**src/hw/serial_rx_regs.svh**
```systemverilog
// Register map, field positions, reset values and timing counts for the serial
// receive status, data buffer and baud generator block.
// Assumes it is included by bare name by the package and the design module.
// Overview of operation
// - Break detection sets read-only break flag.
// - Break also sets framing error, receiver full.
// - Break in nine-bit mode clears ninth bit.
// - Break flag raises no interrupt.
// - Status-two read then data read clears break.
// - Break rearms only after line returns high.
// - Low at first sample slot sets progress.
// - Progress flag read-only, never interrupts.
// - False start or idle clears progress.
// - One data address: read rx, write tx.
// - Reset leaves data buffer contents alone.
// - One baud rate shared by rx, tx.
// - Prescaler codes give divisors 1,3,4,13.
// - Rate code gives divisor two to code.
// - Baud equals source over 64 times divisors.
// - Source is bus or crystal clock.
// - Zero stop bit flags framing error.
`ifndef SERIAL_RX_REGS_SVH
`define SERIAL_RX_REGS_SVH

// ****************************************************************
// Register byte offsets.
// ****************************************************************
`define DATA_BUF_OFF 12'h018
`define STATUS_TWO_OFF 12'h01c
`define BAUD_SEL_OFF 12'h020
`define CONFIG_TWO_OFF 12'h024

// ****************************************************************
// Field positions.
// ****************************************************************
`define BREAK_BIT 1
`define PROGRESS_BIT 0
`define PRESCALE_LO 4
`define RATE_LO 0
`define SOURCE_BIT 0
`define NINE_BIT 1

// ****************************************************************
// Reset values and timing counts.
// ****************************************************************
`define BAUD_SEL_RST 8'h00
`define CONFIG_TWO_RST 8'h00
`define SRC_DIV_QUARTER 4
`define SLOTS_PER_BIT 16
`define SLOT_MID 4'h8
`define SLOT_LAST 4'hf
`define IDLE_BITS 4'ha

`endif

```
**src/hw/serial_rx_pkg.sv**
```systemverilog
// Types shared by the serial receive status block.
// Assumes the register header is on the include path.
package serial_rx_pkg;
    `include "serial_rx_regs.svh"

    // Receiver character states.
    typedef enum logic [1:0] {
        RX_IDLE = 2'b00,
        RX_START = 2'b01,
        RX_DATA = 2'b10,
        RX_STOP = 2'b11
    } rx_state_t;
endpackage

```
**src/hw/serial_rx_status.sv**
```systemverilog
// Receive status two, data buffer and baud generator behind an APB slave.
// Assumes a single pclk domain; rxd and crystal_ref_clock are asynchronous pins.
//
// The APB slave port was left to the implementer.
`timescale 1ns/10ps
`default_nettype none
`include "serial_rx_regs.svh"

module serial_rx_status
    import serial_rx_pkg::*;
(
    input wire logic pclk, // Bus clock, 125 MHz.
    input wire logic presetn, // Asynchronous reset, active low.
    input wire logic psel, // APB select.
    input wire logic penable, // APB access phase.
    input wire logic pwrite, // APB direction, high for write.
    input wire logic [11:0] paddr, // APB byte address.
    input wire logic [31:0] pwdata, // APB write data.
    output logic [31:0] prdata, // APB read data.
    output logic pready, // APB ready.
    output logic pslverr, // APB error on unmapped address.
    input wire logic rxd, // Receive data pin.
    input wire logic crystal_ref_clock, // Crystal reference, sampled.
    output logic baud_tick, // One pulse per bit time for the transmitter.
    output logic [7:0] tx_byte_bits, // Byte to transmit.
    output logic tx_load, // Pulse: new transmit byte written.
    output logic framing_error_set, // Pulse: set framing error flag.
    output logic rx_full_set, // Pulse: set receiver full flag.
    output logic rx_ninth_bit_clr, // Pulse: clear received ninth bit.
    output logic data_read_strobe // Pulse: data buffer was read.
);

    // ****************************************************************
    // Declarations.
    // ****************************************************************
    logic rxd_meta_ff, rxd_ff; // Receive pin synchroniser.
    logic xtal_meta_ff, xtal_ff, xtal_old_ff; // Crystal synchroniser and edge history.
    logic [7:0] baud_sel_ff; // Baud rate select register.
    logic [7:0] config_two_ff; // Source select and character length.
    logic [7:0] rx_byte_bits_ff; // Received byte, not reset.
    logic [7:0] tx_byte_ff; // Transmit byte, not reset.
    logic break_seen_flag_ff; // Break flag.
    logic rx_in_progress_flag_ff; // Reception in progress flag.
    logic break_armed_ff; // Status two read saw the break flag.
    logic rearm_ff; // Line has been high since the last break.
    logic [3:0] pre_cnt_ff; // Prescaler counter.
    logic [8:0] rate_cnt_ff; // Rate divisor counter.
    logic [3:0] slot_cnt_ff; // Sample slot within a bit.
    logic [3:0] tx_slot_ff; // Sample slots toward the next bit tick.
    logic [3:0] bit_idx_ff; // Data bit index.
    logic [3:0] idle_cnt_ff; // Consecutive high bit times.
    logic [8:0] shift_ff; // Receive shift register.
    logic all_zero_ff; // Every sampled bit so far was low.
    logic seen_high_ff; // Previous idle sample was high; a start needs a falling edge.
    logic [31:0] prdata_ff; // Registered read data.
    logic pslverr_ff; // Registered error answer.
    logic tx_load_ff, frame_err_set_ff, full_set_ff, ninth_clr_ff, rd_strobe_ff, baud_tick_ff;
    rx_state_t rx_state_ff;
    logic [3:0] prescale_divisor; // Decoded prescaler divisor.
    logic [8:0] rate_limit; // Four times the rate divisor, minus one.
    logic src_tick, slot_tick, access, mapped, rd_status, rd_data, wr_data;
    logic break_now, char_done, false_start, idle_seen;

    // ****************************************************************
    // Bus decode.
    // ****************************************************************
    // The access phase completes in one cycle; read data comes from a flop loaded at setup.
    assign pready = psel & penable;
    assign access = psel & penable;
    assign mapped = (paddr == `DATA_BUF_OFF) | (paddr == `STATUS_TWO_OFF) |
                    (paddr == `BAUD_SEL_OFF) | (paddr == `CONFIG_TWO_OFF);
    assign rd_status = access & ~pwrite & (paddr == `STATUS_TWO_OFF);
    assign rd_data = access & ~pwrite & (paddr == `DATA_BUF_OFF);
    assign wr_data = access & pwrite & (paddr == `DATA_BUF_OFF);
    assign prdata = prdata_ff;
    assign pslverr = pslverr_ff & access;

    // Read data and error are captured in the setup cycle.
    always_ff @(posedge pclk or negedge presetn) begin
        if (!presetn) begin
            prdata_ff <= 32'h0000_0000;
            pslverr_ff <= 1'b0;
        end else if (psel & ~penable) begin
            pslverr_ff <= ~mapped;
            unique case (paddr)
                `DATA_BUF_OFF: prdata_ff <= {24'h00_0000, rx_byte_bits_ff};
                `STATUS_TWO_OFF: prdata_ff <= {30'h0000_0000, break_seen_flag_ff,
                                               rx_in_progress_flag_ff};
                `BAUD_SEL_OFF: prdata_ff <= {24'h00_0000, baud_sel_ff};
                `CONFIG_TWO_OFF: prdata_ff <= {24'h00_0000, config_two_ff};
                default: prdata_ff <= 32'h0000_0000;
            endcase
        end
    end

    // Writable registers; status two is read only.
    always_ff @(posedge pclk or negedge presetn) begin
        if (!presetn) begin
            baud_sel_ff <= `BAUD_SEL_RST;
            config_two_ff <= `CONFIG_TWO_RST;
        end else if (access & pwrite) begin
            if (paddr == `BAUD_SEL_OFF) begin
                baud_sel_ff <= pwdata[7:0];
            end
            if (paddr == `CONFIG_TWO_OFF) begin
                config_two_ff <= pwdata[7:0];
            end
        end
    end

    // Data buffer halves keep their contents through reset.
    always_ff @(posedge pclk) begin
        if (wr_data) begin
            tx_byte_ff <= pwdata[7:0];
        end
        if (char_done) begin
            rx_byte_bits_ff <= shift_ff[7:0];
        end
    end

    // ****************************************************************
    // Input synchronisers.
    // ****************************************************************
    // Both pins pass two flops; logic never reads the first of them.
    always_ff @(posedge pclk or negedge presetn) begin
        if (!presetn) begin
            rxd_meta_ff <= 1'b1;
            rxd_ff <= 1'b1;
            xtal_meta_ff <= 1'b0;
            xtal_ff <= 1'b0;
            xtal_old_ff <= 1'b0;
        end else begin
            rxd_meta_ff <= rxd;
            rxd_ff <= rxd_meta_ff;
            xtal_meta_ff <= crystal_ref_clock;
            xtal_ff <= xtal_meta_ff;
            xtal_old_ff <= xtal_ff;
        end
    end

    // ****************************************************************
    // Baud generator.
    // ****************************************************************
    // The source is every bus clock or each rising crystal edge.
    assign src_tick = config_two_ff[`SOURCE_BIT] ? (xtal_ff & ~xtal_old_ff) : 1'b1;

    // Prescaler code decode.
    always_comb begin
        unique case (baud_sel_ff[`PRESCALE_LO +: 2])
            2'b00: prescale_divisor = 4'h1;
            2'b01: prescale_divisor = 4'h3;
            2'b10: prescale_divisor = 4'h4;
            2'b11: prescale_divisor = 4'hd;
        endcase
    end

    // Source over four times both divisors gives sixteen slots, so 64 per bit time.
    assign rate_limit = 9'((`SRC_DIV_QUARTER << baud_sel_ff[`RATE_LO +: 3]) - 1);
    assign slot_tick = src_tick & (pre_cnt_ff == prescale_divisor - 4'h1) &
                       (rate_cnt_ff == rate_limit);

    // Prescaler and rate counters run from the selected source.
    always_ff @(posedge pclk or negedge presetn) begin
        if (!presetn) begin
            pre_cnt_ff <= 4'h0;
            rate_cnt_ff <= 9'h000;
        end else if (src_tick) begin
            if (pre_cnt_ff >= prescale_divisor - 4'h1) begin
                pre_cnt_ff <= 4'h0;
                rate_cnt_ff <= (rate_cnt_ff >= rate_limit) ? 9'h000 : rate_cnt_ff + 9'h001;
            end else begin
                pre_cnt_ff <= pre_cnt_ff + 4'h1;
            end
        end
    end

    // One bit tick per sixteen slots, shared with the transmitter.
    always_ff @(posedge pclk or negedge presetn) begin
        if (!presetn) begin
            tx_slot_ff <= 4'h0;
            baud_tick_ff <= 1'b0;
        end else begin
            if (slot_tick) begin
                tx_slot_ff <= tx_slot_ff + 4'h1;
            end
            baud_tick_ff <= slot_tick & (tx_slot_ff == `SLOT_LAST);
        end
    end

    // ****************************************************************
    // Receiver.
    // ****************************************************************
    assign false_start = slot_tick & (rx_state_ff == RX_START) &
                         (slot_cnt_ff == `SLOT_MID) & rxd_ff;
    assign char_done = slot_tick & (rx_state_ff == RX_STOP) & (slot_cnt_ff == `SLOT_MID);
    assign break_now = char_done & all_zero_ff & ~rxd_ff;
    assign idle_seen = slot_tick & (rx_state_ff == RX_IDLE) & (slot_cnt_ff == `SLOT_LAST) &
                       (idle_cnt_ff == `IDLE_BITS - 4'h1) & rxd_ff;

    // Character framing on sixteen sample slots per bit.
    always_ff @(posedge pclk or negedge presetn) begin
        if (!presetn) begin
            rx_state_ff <= RX_IDLE;
            slot_cnt_ff <= 4'h0;
            bit_idx_ff <= 4'h0;
            shift_ff <= 9'h000;
            all_zero_ff <= 1'b0;
            seen_high_ff <= 1'b0;
        end else if (slot_tick) begin
            slot_cnt_ff <= slot_cnt_ff + 4'h1;
            unique case (rx_state_ff)
                RX_IDLE: begin
                    seen_high_ff <= rxd_ff;
                    if (~rxd_ff & seen_high_ff) begin
                        rx_state_ff <= RX_START;
                        slot_cnt_ff <= 4'h2;
                        all_zero_ff <= 1'b1;
                    end
                end
                RX_START: begin
                    if (false_start) begin
                        rx_state_ff <= RX_IDLE;
                        slot_cnt_ff <= 4'h0;
                    end else if (slot_cnt_ff == `SLOT_LAST) begin
                        rx_state_ff <= RX_DATA;
                        bit_idx_ff <= 4'h0;
                    end
                end
                RX_DATA: begin
                    if (slot_cnt_ff == `SLOT_MID) begin
                        shift_ff[bit_idx_ff] <= rxd_ff;
                        all_zero_ff <= all_zero_ff & ~rxd_ff;
                    end
                    if (slot_cnt_ff == `SLOT_LAST) begin
                        bit_idx_ff <= bit_idx_ff + 4'h1;
                        if (bit_idx_ff == (config_two_ff[`NINE_BIT] ? 4'h8 : 4'h7)) begin
                            rx_state_ff <= RX_STOP;
                        end
                    end
                end
                RX_STOP: begin
                    if (char_done) begin
                        rx_state_ff <= RX_IDLE;
                        slot_cnt_ff <= 4'h0;
                        seen_high_ff <= 1'b0; // A low stop bit is no falling edge.
                    end
                end
            endcase
        end
    end

    // Counts high bit times while idle to find an idle character.
    always_ff @(posedge pclk or negedge presetn) begin
        if (!presetn) begin
            idle_cnt_ff <= 4'h0;
        end else if (rx_state_ff != RX_IDLE || (slot_tick & ~rxd_ff)) begin
            idle_cnt_ff <= 4'h0;
        end else if (slot_tick && slot_cnt_ff == `SLOT_LAST && idle_cnt_ff < `IDLE_BITS) begin
            idle_cnt_ff <= idle_cnt_ff + 4'h1;
        end
    end

    // ****************************************************************
    // Flags and event pulses.
    // ****************************************************************
    // Progress flag; there is no interrupt path from it.
    always_ff @(posedge pclk or negedge presetn) begin
        if (!presetn) begin
            rx_in_progress_flag_ff <= 1'b0;
        end else if (slot_tick & (rx_state_ff == RX_IDLE) & ~rxd_ff & seen_high_ff) begin
            rx_in_progress_flag_ff <= 1'b1;
        end else if (false_start | idle_seen | char_done) begin
            rx_in_progress_flag_ff <= 1'b0;
        end
    end

    // Break flag: set wins over the read-sequence clear; no interrupt output exists.
    always_ff @(posedge pclk or negedge presetn) begin
        if (!presetn) begin
            break_seen_flag_ff <= 1'b0;
            break_armed_ff <= 1'b0;
            rearm_ff <= 1'b1;
        end else begin
            if (break_now & rearm_ff) begin
                break_seen_flag_ff <= 1'b1;
            end else if (rd_data & break_armed_ff) begin
                break_seen_flag_ff <= 1'b0;
            end
            if (rd_status) begin
                break_armed_ff <= break_seen_flag_ff;
            end else if (rd_data) begin
                break_armed_ff <= 1'b0;
            end
            if (break_now) begin
                rearm_ff <= 1'b0;
            end else if (rx_state_ff == RX_IDLE && rxd_ff) begin
                rearm_ff <= 1'b1;
            end
        end
    end

    // Registered one-cycle event pulses toward the status-one and transmit logic.
    always_ff @(posedge pclk or negedge presetn) begin
        if (!presetn) begin
            frame_err_set_ff <= 1'b0;
            full_set_ff <= 1'b0;
            ninth_clr_ff <= 1'b0;
            tx_load_ff <= 1'b0;
            rd_strobe_ff <= 1'b0;
        end else begin
            frame_err_set_ff <= char_done & ~rxd_ff;
            full_set_ff <= char_done;
            ninth_clr_ff <= break_now & config_two_ff[`NINE_BIT];
            tx_load_ff <= wr_data;
            rd_strobe_ff <= rd_data;
        end
    end

    assign baud_tick = baud_tick_ff;
    assign tx_byte_bits = tx_byte_ff;
    assign tx_load = tx_load_ff;
    assign framing_error_set = frame_err_set_ff;
    assign rx_full_set = full_set_ff;
    assign rx_ninth_bit_clr = ninth_clr_ff;
    assign data_read_strobe = rd_strobe_ff;
endmodule

`default_nettype wire

```
**config.mk**
```make
export PLATFORM = sky130hd
export DESIGN_NAME = serial_rx_status
export DESIGN_NICKNAME = d
export VERILOG_FILES = /design/src/hw/serial_rx_pkg.sv /design/src/hw/serial_rx_status.sv
export VERILOG_INCLUDE_DIRS = /design/src /design/src/hw
export SDC_FILE = /design/constraint.sdc
export NUM_CORES = 1
export LEC_CHECK = 0
export ABC_AREA = 1
export BUFFER_PORTS_ARGS = -buffer_cell sky130_fd_sc_hd__buf_2
export CAP_MARGIN = 20
export CELL_PAD_IN_SITES_DETAIL_PLACEMENT = 0
export CELL_PAD_IN_SITES_GLOBAL_PLACEMENT = 1
export CORE_MARGIN = 2
export CORE_UTILIZATION = 28
export CTS_BUF_LIST = sky130_fd_sc_hd__clkbuf_16
export DETAILED_ROUTE_END_ITERATION = 7
export PLACE_DENSITY = 0.63
export SETUP_SLACK_MARGIN = 0.05
export SYNTH_ARGS = -nofsm -noshare
export SYNTH_HDL_FRONTEND = slang
export SYNTH_SLANG_ARGS = --single-unit
```
**constraint.sdc**
```tcl
create_clock -name pclk -period 2.9 [get_ports pclk]
set_input_delay 0.58 -clock pclk [delete_from_list [all_inputs] [get_ports pclk]]
set_output_delay 0.58 -clock pclk [all_outputs]
set_load 0.02 [all_outputs]
```
Word-level counts from Yosys, hierarchy flattened
Index checks and enable logic that the tools add are counted.
Cells by class
  $lt $le $gt $ge: 5
  bitwise logic cells: 42
  shifts and indexed selects: 1
  add/subtract/negate cells: 8
  equality and inequality tests: 25
  muxes and demuxes: 39
  reduce and logical (&&, ||, !) cells: 24
Operator list (number)
  $mux 4: 10
  $and 1x1->1: 32
  $pmux 8 s4: 1
  $eq 12x5->1 const B: 2
  $eq 12x6->1 const B: 2
  $add 4x1->4 const B: 5
  $reduce_bool 2->1: 9
  $eq 4x4->1 const B: 4
  $pmux 4 s4: 1
  $mux 1: 13
  $mux 2: 6
  $ne 2x2->1 const B: 6
  $pmux 4 s3: 1
  $add 9x1->9 const B: 1
  $bwmux 9: 1
  $eq 9x9->1: 1
  $ge 9x9->1: 1
  $mux 9: 1
  $shl 3x3->9 const A: 1
  $sub 9x2->9 const B: 1
  $eq 2x2->1 const B: 4
  $eq 4x4->1: 2
  $pmux 2 s4: 1
  $pmux 4 s2: 1
  other kinds (20): 37
Word-level totals
  output and inout bits: 48
  flip-flop bits (word level): 122
  word-level logic and storage cells: 175

Logic depth before layout (Yosys ltp)
Gate-level depths: netlist of run 1.
  depth in word-level cells: 14
  depth in mapped cells: 14

Least setup slack after synthesis of run 1
No wires, ideal clock.
  path kind: register to register
  start point: register baud_sel_ff[4]
  end point: register rx_byte_bits_ff[0], enable pin
  period minus slack after synthesis: 2348 ps
  setup slack: 552 ps
  library setup time: 373 ps
  path buffers: 0
  arrival: 1975 ps
  cell stages (with the launch flop): 10
  path through: dfrtp_1 > inv_1 > ha_1 > ha_1 > nand2_1 > nor2_1 > nand3_1 > nor2_4 > nand2_2 > nor2_1
On the way
  cells in the longest elaborated chain, start to end: 8
Ends and longest elaborated chain
  from (decl): line serial_rx_status.sv:38  | logic [7:0] baud_sel_ff;
  from (signal assigned): line serial_rx_status.sv:99  | baud_sel_ff <= `BAUD_SEL_RST;
  from (signal assigned): line serial_rx_status.sv:103  | baud_sel_ff <= pwdata[7:0];
  $eq 2x2->1 (tied with other cells): line serial_rx_status.sv:149  | unique case (baud_sel_ff[`PRESCALE_LO +: 2])
  $pmux 4 s4 (*): line serial_rx_status.sv:149
  $sub 4x1->4 (*): line serial_rx_status.sv:159  | assign slot_tick = src_tick & (pre_cnt_ff == prescale_divisor - 4'h1) &
  $eq 4x4->1 (*): line serial_rx_status.sv:159
  $and 1x1->1 (*) (2 in series): line serial_rx_status.sv:159
  $and 1x1->1 (*) (2 in series): line serial_rx_status.sv:195  | assign char_done = slot_tick & (rx_state_ff == RX_STOP) & (slot_cnt_ff == `SLOT_MID);
  net char_done: line serial_rx_status.sv:62  | logic break_now, char_done, false_start, idle_seen;
  to (signal assigned): line serial_rx_status.sv:117  | rx_byte_bits_ff <= shift_ff[7:0];
  to (decl): line serial_rx_status.sv:40  | logic [7:0] rx_byte_bits_ff;
Mark *: on every way through the listed nets, which the timed path passes. The rest lies on a longest branch.
A chain may end at the register's enable or synchronous reset.

Worst setup path after layout of run 1
  start point: register baud_sel_ff[4]
  end point: register rx_byte_bits_ff[1], enable pin
The elaborated chain is that of the path after synthesis.

==> metrics.md, run 1 <==
| Metric | Value |
|---|---|
| Post-route ant nets | `0` |
| Synth unique cells | `37` |
| Routed vias/inst | `4.385` |
| Hold Fails Final Rpt | `0` |
| Yosys reg bits | `97` |
| Largest net degree at the start of global routing | `82` |
| Seq pwr share | `49.2%` |
| Placed cell count | `862` |
| Worst setup EP type | `flip-flop` |
| Tightest Pin Transition | `505.4 ps` |
| CP Max Fanout | `9` |
| Cell Rows | `49` |
| RSZ-0062 raised after global routing | `false` |
| Root buffer cell | `clkbuf_16` |
| Max_cap viols | `0` |
| Leak | `2.882 nW` |
| Via count | `3850` |
| Buffer depth of the longest clock path | `2` |
| Syn_area_per_cell | `8.771 µm²` |
| Synth async-reset ratio | `83.51%` |
| DP HPWL | `8169 µm` |
| Drt first-iter violations | `216` |
| Core footprint | `17960 µm²` |
| Worst-case vdd ir drop | `0.2910 mV` |
| Initial antenna violation count | `0` |
| R2r setup slk | `540 ps` |
| Commonest non-fill, non-tap cell in the layout | `nand2_1` |
| Initial DRT Pass Iterations | `4` |
| CTS buffer count | `9` |
| DP Worst Slack | `526.5 ps` |
| Post CTS Setup Buffer Count | `0` |
| WP data required | `2960 ps` |
| Final worst-path cycle share | `81.24%` |
| CTS tree | `built` |
| Highest-count cells in the layout ignoring fill and taps | `123 x nand2_1, 78 x dfrtp_1, 67 x inv_1` |
| Clock latency on the worst-skew pair | `350 ps` |
| Total track usage | `11.83%` |
| Die Height | `139.5 µm` |
| Total power | `3.170 mW` |
| Cell area after layout | `5887 µm²` |
| Port Buffer Count | `50` |
| Crit path kind | `reg2reg` |
| Setup Total Neg Slack | `0 ps` |
| Synth Flop Type | `dfrtp_1` |
| Post-synthesis instance total | `586` |
| CTS clk-pin slew, worst paths | `70 ps` |
| Vias in the first global route | `3760` |
| CTS H-tree depth | `3` |
| Post-CTS sizing | `0` |
| Final setup violation count | `0` |
| Synthesized area | `5140 µm²` |
| Relative slew slack | `66.19%` |
| Crit path DAT | `2410 ps` |
| NetSw | `0.9452 mW` |
| Sw frac | `29.81%` |
| Status | `completed` |
| Global route overflow | `0` |
| Worst Skew | `10.38 ps` |
| Post-synth EDFFs | `16` |
| Final Instance Count excl. Fillers | `878` |
| Synthesis-to-layout area growth | `14.53%` |
| Initial Util | `28.61%` |
| DP Area | `5590 µm²` |
| Drt wl/cell | `12.41 µm` |
| Placer Congestion | `0.8428` |
| Diode count | `0` |
| # hold bufs at CTS | `0` |
| DRC | `0` |
| Pwr/cell area | `538.6 nW/µm²` |
| Post-route minimum period | `2356 ps` |
| CP max stage delay | `380 ps` |
| Final nets | `719` |
| First-pass GRT wire length | `18780 µm` |
| Post-Route WL | `10900 µm` |
| Synth warn | `0` |
| Num ports | `99` |
| Final WS setup | `543.9 ps` |
| Worst Setup Start Kind | `flip-flop` |
| Layout cells sized above 1 | `16.64%` |
| Comb power frac | `13.7%` |
| Filler Cell Count | `1916` |
| Slew Limit Fails | `0` |
| Peak Freq | `0.4244 GHz` |
| Die area | `19460 µm²` |
| Critical-path top delay cell | `dfrtp_1` |
| Crit-path cells | `inv_1 > ha_1 > ha_1 > nand2_1 > nor2_1 > nand3_1 > nor2_4 > nand2_2 > nor2_1 > buf_4` |
| Die W | `139.5 µm` |
| # clock sinks | `97` |
| Seq/Total Area, Yosys | `48.86%` |
| Clk pwr share | `37.1%` |
| Pint | `2.225 mW` |
| Hold Crit Class | `in2async` |
## worst max-delay path, delay by kind of cell, from the launching register on
| family | cells | cell delay (ps) |
|---|---|---|
| simple gates | 6 | 830 |
| flops | 1 | 380 |
| fa+ha+maj | 2 | 580 |
| buf+inv | 2 | 260 |
## power by group through the flow
| stage | combinational, mW | clock [mW] | sequential [mW] |
|---|---|---|---|
| 3_5_place_dp | 0.440 | 0 | 1.59 |
| 4_1_cts | 0.441 | 1.23 | 1.56 |
| 2_1_floorplan | 0.345 | 0 | 1.56 |
| 6_report | 0.435 | 1.18 | 1.56 |
| 5_1_grt | 0.497 | 1.29 | 1.57 |
| 3_3_place_gp | 0.431 | 0 | 1.58 |
## layer usage
layer  vias up  track usage [%]  routed length [µm]
li1       1966                -                   -
met1      1825            15.82                5304
met2        52            18.91                5124
met3         7            3.166                 360
met4         0            3.349                 106
met5         -                0                   0
## stage by stage
step           hold WS (ps)  util [%]
5_1_grt               272.9     32.77
3_3_place_gp          336.3     31.12
6_report              252.8     32.77
3_5_place_dp          342.7     31.12
4_1_cts               263.5     32.77
2_1_floorplan         284.4         -
## cell type report
class	instances	area, µm²	area share (%)
clock inverter	7	71.32	1.211
tap	229	286.5	4.867
inverter	77	289.0	4.910
sequential	97	2511	42.66
timing repair buffer	54	295.3	5.016
multi-input combinational	405	2208	37.51
clock buffer	9	225.2	3.826
## state kept, by name (all words and copies together), names as in the netlist, 4 cells and up, named ones only
signal	flops
baud_sel_ff	8
bit_idx_ff	4
config_two_ff	8
idle_cnt_ff	4
prdata	8
pre_cnt_ff	4
rate_cnt_ff	9
rx_byte_bits_ff	8
shift_ff	8
slot_cnt_ff	4
tx_byte_bits	8
tx_slot_ff	4
## cells by family (layout without fill, tap and decap cells)
| family | Yosys count | in the layout | share of synthesized area, % |
|---|---|---|---|
| buffers and inverters | 107 | 147 | 9.859 |
| AOI/OAI and AO/OA | 71 | 71 | 8.471 |
| DFF | 97 | 97 | 48.86 |
| other | 1 | 24 | 0.07296 |
| xor gates and xnor gates | 17 | 17 | 2.897 |
| and+or+nand+nor | 269 | 269 | 24.00 |
| adders and majority gates | 24 | 24 | 5.842 |
## cell usage after synthesis, drive strengths merged, types with 2 or more instances
master / instances / area share (%)
nand2: 130 / 10
dfrtp: 78 / 38
inv: 73 / 5.3
nor2: 67 / 6.0
nand3: 44 / 4.3
o21ai: 40 / 4.6
buf: 27 / 4.0
ha: 24 / 5.8
a21oi: 18 / 1.8
nand4: 17 / 2.1
edfxtp: 16 / 9.3
xor2: 12 / 2.0
o31ai: 8 / 1.2
nor3: 7 / 1.1
xnor2: 5 / 0.85
clkinv: 4 / 0.29
clkbuf: 3 / 0.22
dfstp: 3 / 1.5
and3: 2 / 0.24
o211ai: 2 / 0.29
## final timing paths
kind	start	end	cells after the start
setup / recovery	baud_sel_ff[4]	rx_byte_bits_ff[1]	10
hold / removal	presetn	rate_cnt_ff[5]	2
setup reg to reg	baud_sel_ff[4]	rx_byte_bits_ff[1]	10
hold reg to reg	xtal_meta_ff	xtal_ff	0
max in group asynchronous	presetn	rxd_meta_ff	2
min in group pclk	rxd	rxd_meta_ff	1
(Power assumes the default switching activity.)
==> inputs of run 2 (changes only) <==
clock period = 2.2 ns   (was 2.9 ns; I/O delays follow)
==> metrics.md, run 2 (synthesis results as in run 1) <==
| Metric | Value |
|---|---|
| Drt first-iter violations | `186 (-14%)` |
| Hold Fails Final Rpt | `0 (unchanged)` |
| Die area | `19460 µm² (unchanged)` |
| CTS H-tree depth | `3 (unchanged)` |
| Global route overflow | `0 (unchanged)` |
| WP data required | `2480 ps (-480 ps)` |
| Worst-case vdd ir drop | `0.4462 mV (+53%)` |
| Num ports | `99 (unchanged)` |
| First-pass GRT wire length | `18950 µm (+0.88%)` |
| Final worst-path cycle share | `95.76% (+15 points)` |
| DRC | `0 (unchanged)` |
| RSZ-0062 raised after global routing | `true` |
| Post-route ant nets | `0 (unchanged)` |
| Layout cells sized above 1 | `24.59% (+8.0 points)` |
| Final setup violation count | `0 (unchanged)` |
| Worst Setup Start Kind | `flip-flop` |
| Initial Util | `28.61% (unchanged)` |
| Die W | `139.5 µm (unchanged)` |
| Final nets | `745 (+3.6%)` |
| Root buffer cell | `clkbuf_16` |
| Worst Skew | `14.47 ps (+4.088 ps)` |
| DP HPWL | `8516 µm (+4.3%)` |
| Routed vias/inst | `4.389 (+0.10%)` |
| Total track usage | `12.04% (+0.21 points)` |
| Slew Limit Fails | `0 (unchanged)` |
| Filler Cell Count | `1857 (-3.1%)` |
| Initial DRT Pass Iterations | `4 (unchanged)` |
| CTS clk-pin slew, worst paths | `70 ps (about the same)` |
| CP Max Fanout | `6 (-3)` |
| Post-Route WL | `11550 µm (+6.0%)` |
| Commonest non-fill, non-tap cell in the layout | `nand2_1` |
| Post-route minimum period | `2107 ps (-249.3 ps)` |
| Leak | `3.026 nW (+5.0%)` |
| Hold Crit Class | `in2async` |
| Total power | `4.433 mW (+40%)` |
| Initial antenna violation count | `0 (unchanged)` |
| Die Height | `139.5 µm (unchanged)` |
| Diode count | `0 (unchanged)` |
| CTS tree | `built` |
| Drt wl/cell | `12.78 µm (+3.0%)` |
| DP Area | `5710 µm² (+2.1%)` |
| Placer Congestion | `0.8209 (-2.6%)` |
| # hold bufs at CTS | `0 (unchanged)` |
| Multi-input gate area | `2394 µm² (+8.4%)` |
| # clock sinks | `97 (unchanged)` |
| Crit path DAT | `2390 ps (-20 ps)` |
| Clock latency on the worst-skew pair | `360 ps (about the same)` |
| Synthesis-to-layout area growth | `22.81%` |
| Cell Rows | `49 (unchanged)` |
| Status | `completed` |
| Biggest register | `rate_cnt_ff` |
| Vias in the first global route | `3879 (+3.2%)` |
| Port Buffer Count | `50 (unchanged)` |
| Peak Freq | `0.4747 GHz (+12%)` |
| Largest register FFs | `9 (unchanged)` |
| Cell area after layout | `6312 µm² (+7.2%)` |
| Via count | `3968 (+3.1%)` |
| Final WS setup | `93.23 ps (-450.7 ps)` |
| Pwr/cell area | `702.3 nW/µm² (+30%)` |
| Highest-count cells in the layout ignoring fill and taps | `118 x nand2_1, 74 x dfrtp_1, 64 x inv_1` |
| Max_cap viols | `0 (unchanged)` |
| Relative slew slack | `65.58% (-0.61 points)` |
| CTS buffer count | `9 (unchanged)` |
| Crit path kind | `reg2reg` |
| Tightest Pin Transition | `514.4 ps (+9.084 ps)` |
| Sequential Area | `2516 µm² (+0.20%)` |
| Final core utilization | `35.14% (+2.4 points)` |
| Worst setup EP type | `flip-flop` |
| Largest net degree at the start of global routing | `38 (-54%)` |
| Buffer depth of the longest clock path | `2 (unchanged)` |
| DP Worst Slack | `-24.25 ps (-550.7 ps)` |
| Core footprint | `17960 µm² (unchanged)` |
[run 2: layer usage]
| metal | track usage (%) | wire [µm] | vias to the layer above |
|---|---|---|---|
| li1 | - | - | 2022 |
| met1 | 15.77 | 5422 | 1878 |
| met2 | 19.56 | 5605 | 56 |
| met3 | 3.097 | 382 | 12 |
| met4 | 3.775 | 141 | 0 |
| met5 | 0 | 0 | - |
[run 2: repair_timing]
item / 4_1_cts / 5_1_grt
endpoints found under the hold margin: 0 / 0
setup endpoints to repair: 8 / 46
setup buffers: 1 / 9
gates cloned: 0 / 1
pin swaps: 1 / 23
resized for setup: 4 / 41
[run 2: layout make-up]
cell class	instances	area share [%]
clock buffer	9	3.568
clock inverter	7	1.625
inverter	77	4.658
multi-input combinational	406	37.92
sequential	97	39.86
tap	229	4.539
timing repair buffer	79	7.830
[run 2: path summary, 6_finish.rpt]
check | start | endpoint | slack [ps] | cells after the start
setup / recovery | baud_sel_ff[5] | idle_cnt_ff[0] | 90 | 12
hold / removal | presetn | rate_cnt_ff[3] | 30 | 1
setup reg to reg | baud_sel_ff[5] | idle_cnt_ff[0] | 90 | 12
hold reg to reg | rxd_meta_ff | rxd_ff | 360 | 0
max in group asynchronous | presetn | rxd_ff | 1550 | 2
min in group pclk | rxd | rxd_meta_ff | 180 | 1
[run 2: report_power, final]
group / total (mW) / switching, mW / internal (mW)
Clock: 1.74 / 0.733 / 1.01
Sequential: 2.06 / 0.112 / 1.94
Combinational: 0.635 / 0.425 / 0.210
[run 2: through the flow]
step           setup TNS (ps)  hold slack [ps]  instances
6_report                    0            27.32        904
5_1_grt                -34.10            54.05        904
4_1_cts                     0            41.27        894
3_5_place_dp           -44.21            349.5        877
3_3_place_gp                0            347.2        877
2_1_floorplan               0            144.4        609
[run 2: worst max-delay path, stage by stage (launching register included)]
cell,delay [ps]
dfrtp_2,450
ha_4,260
ha_4,270
nand2_4,50
inv_1,70
nand2_2,70
nor2_4,170
nand2_4,140
nor2_4,130
nand2_2,60
buf_4,140
xor2_1,130
nor2_1,100
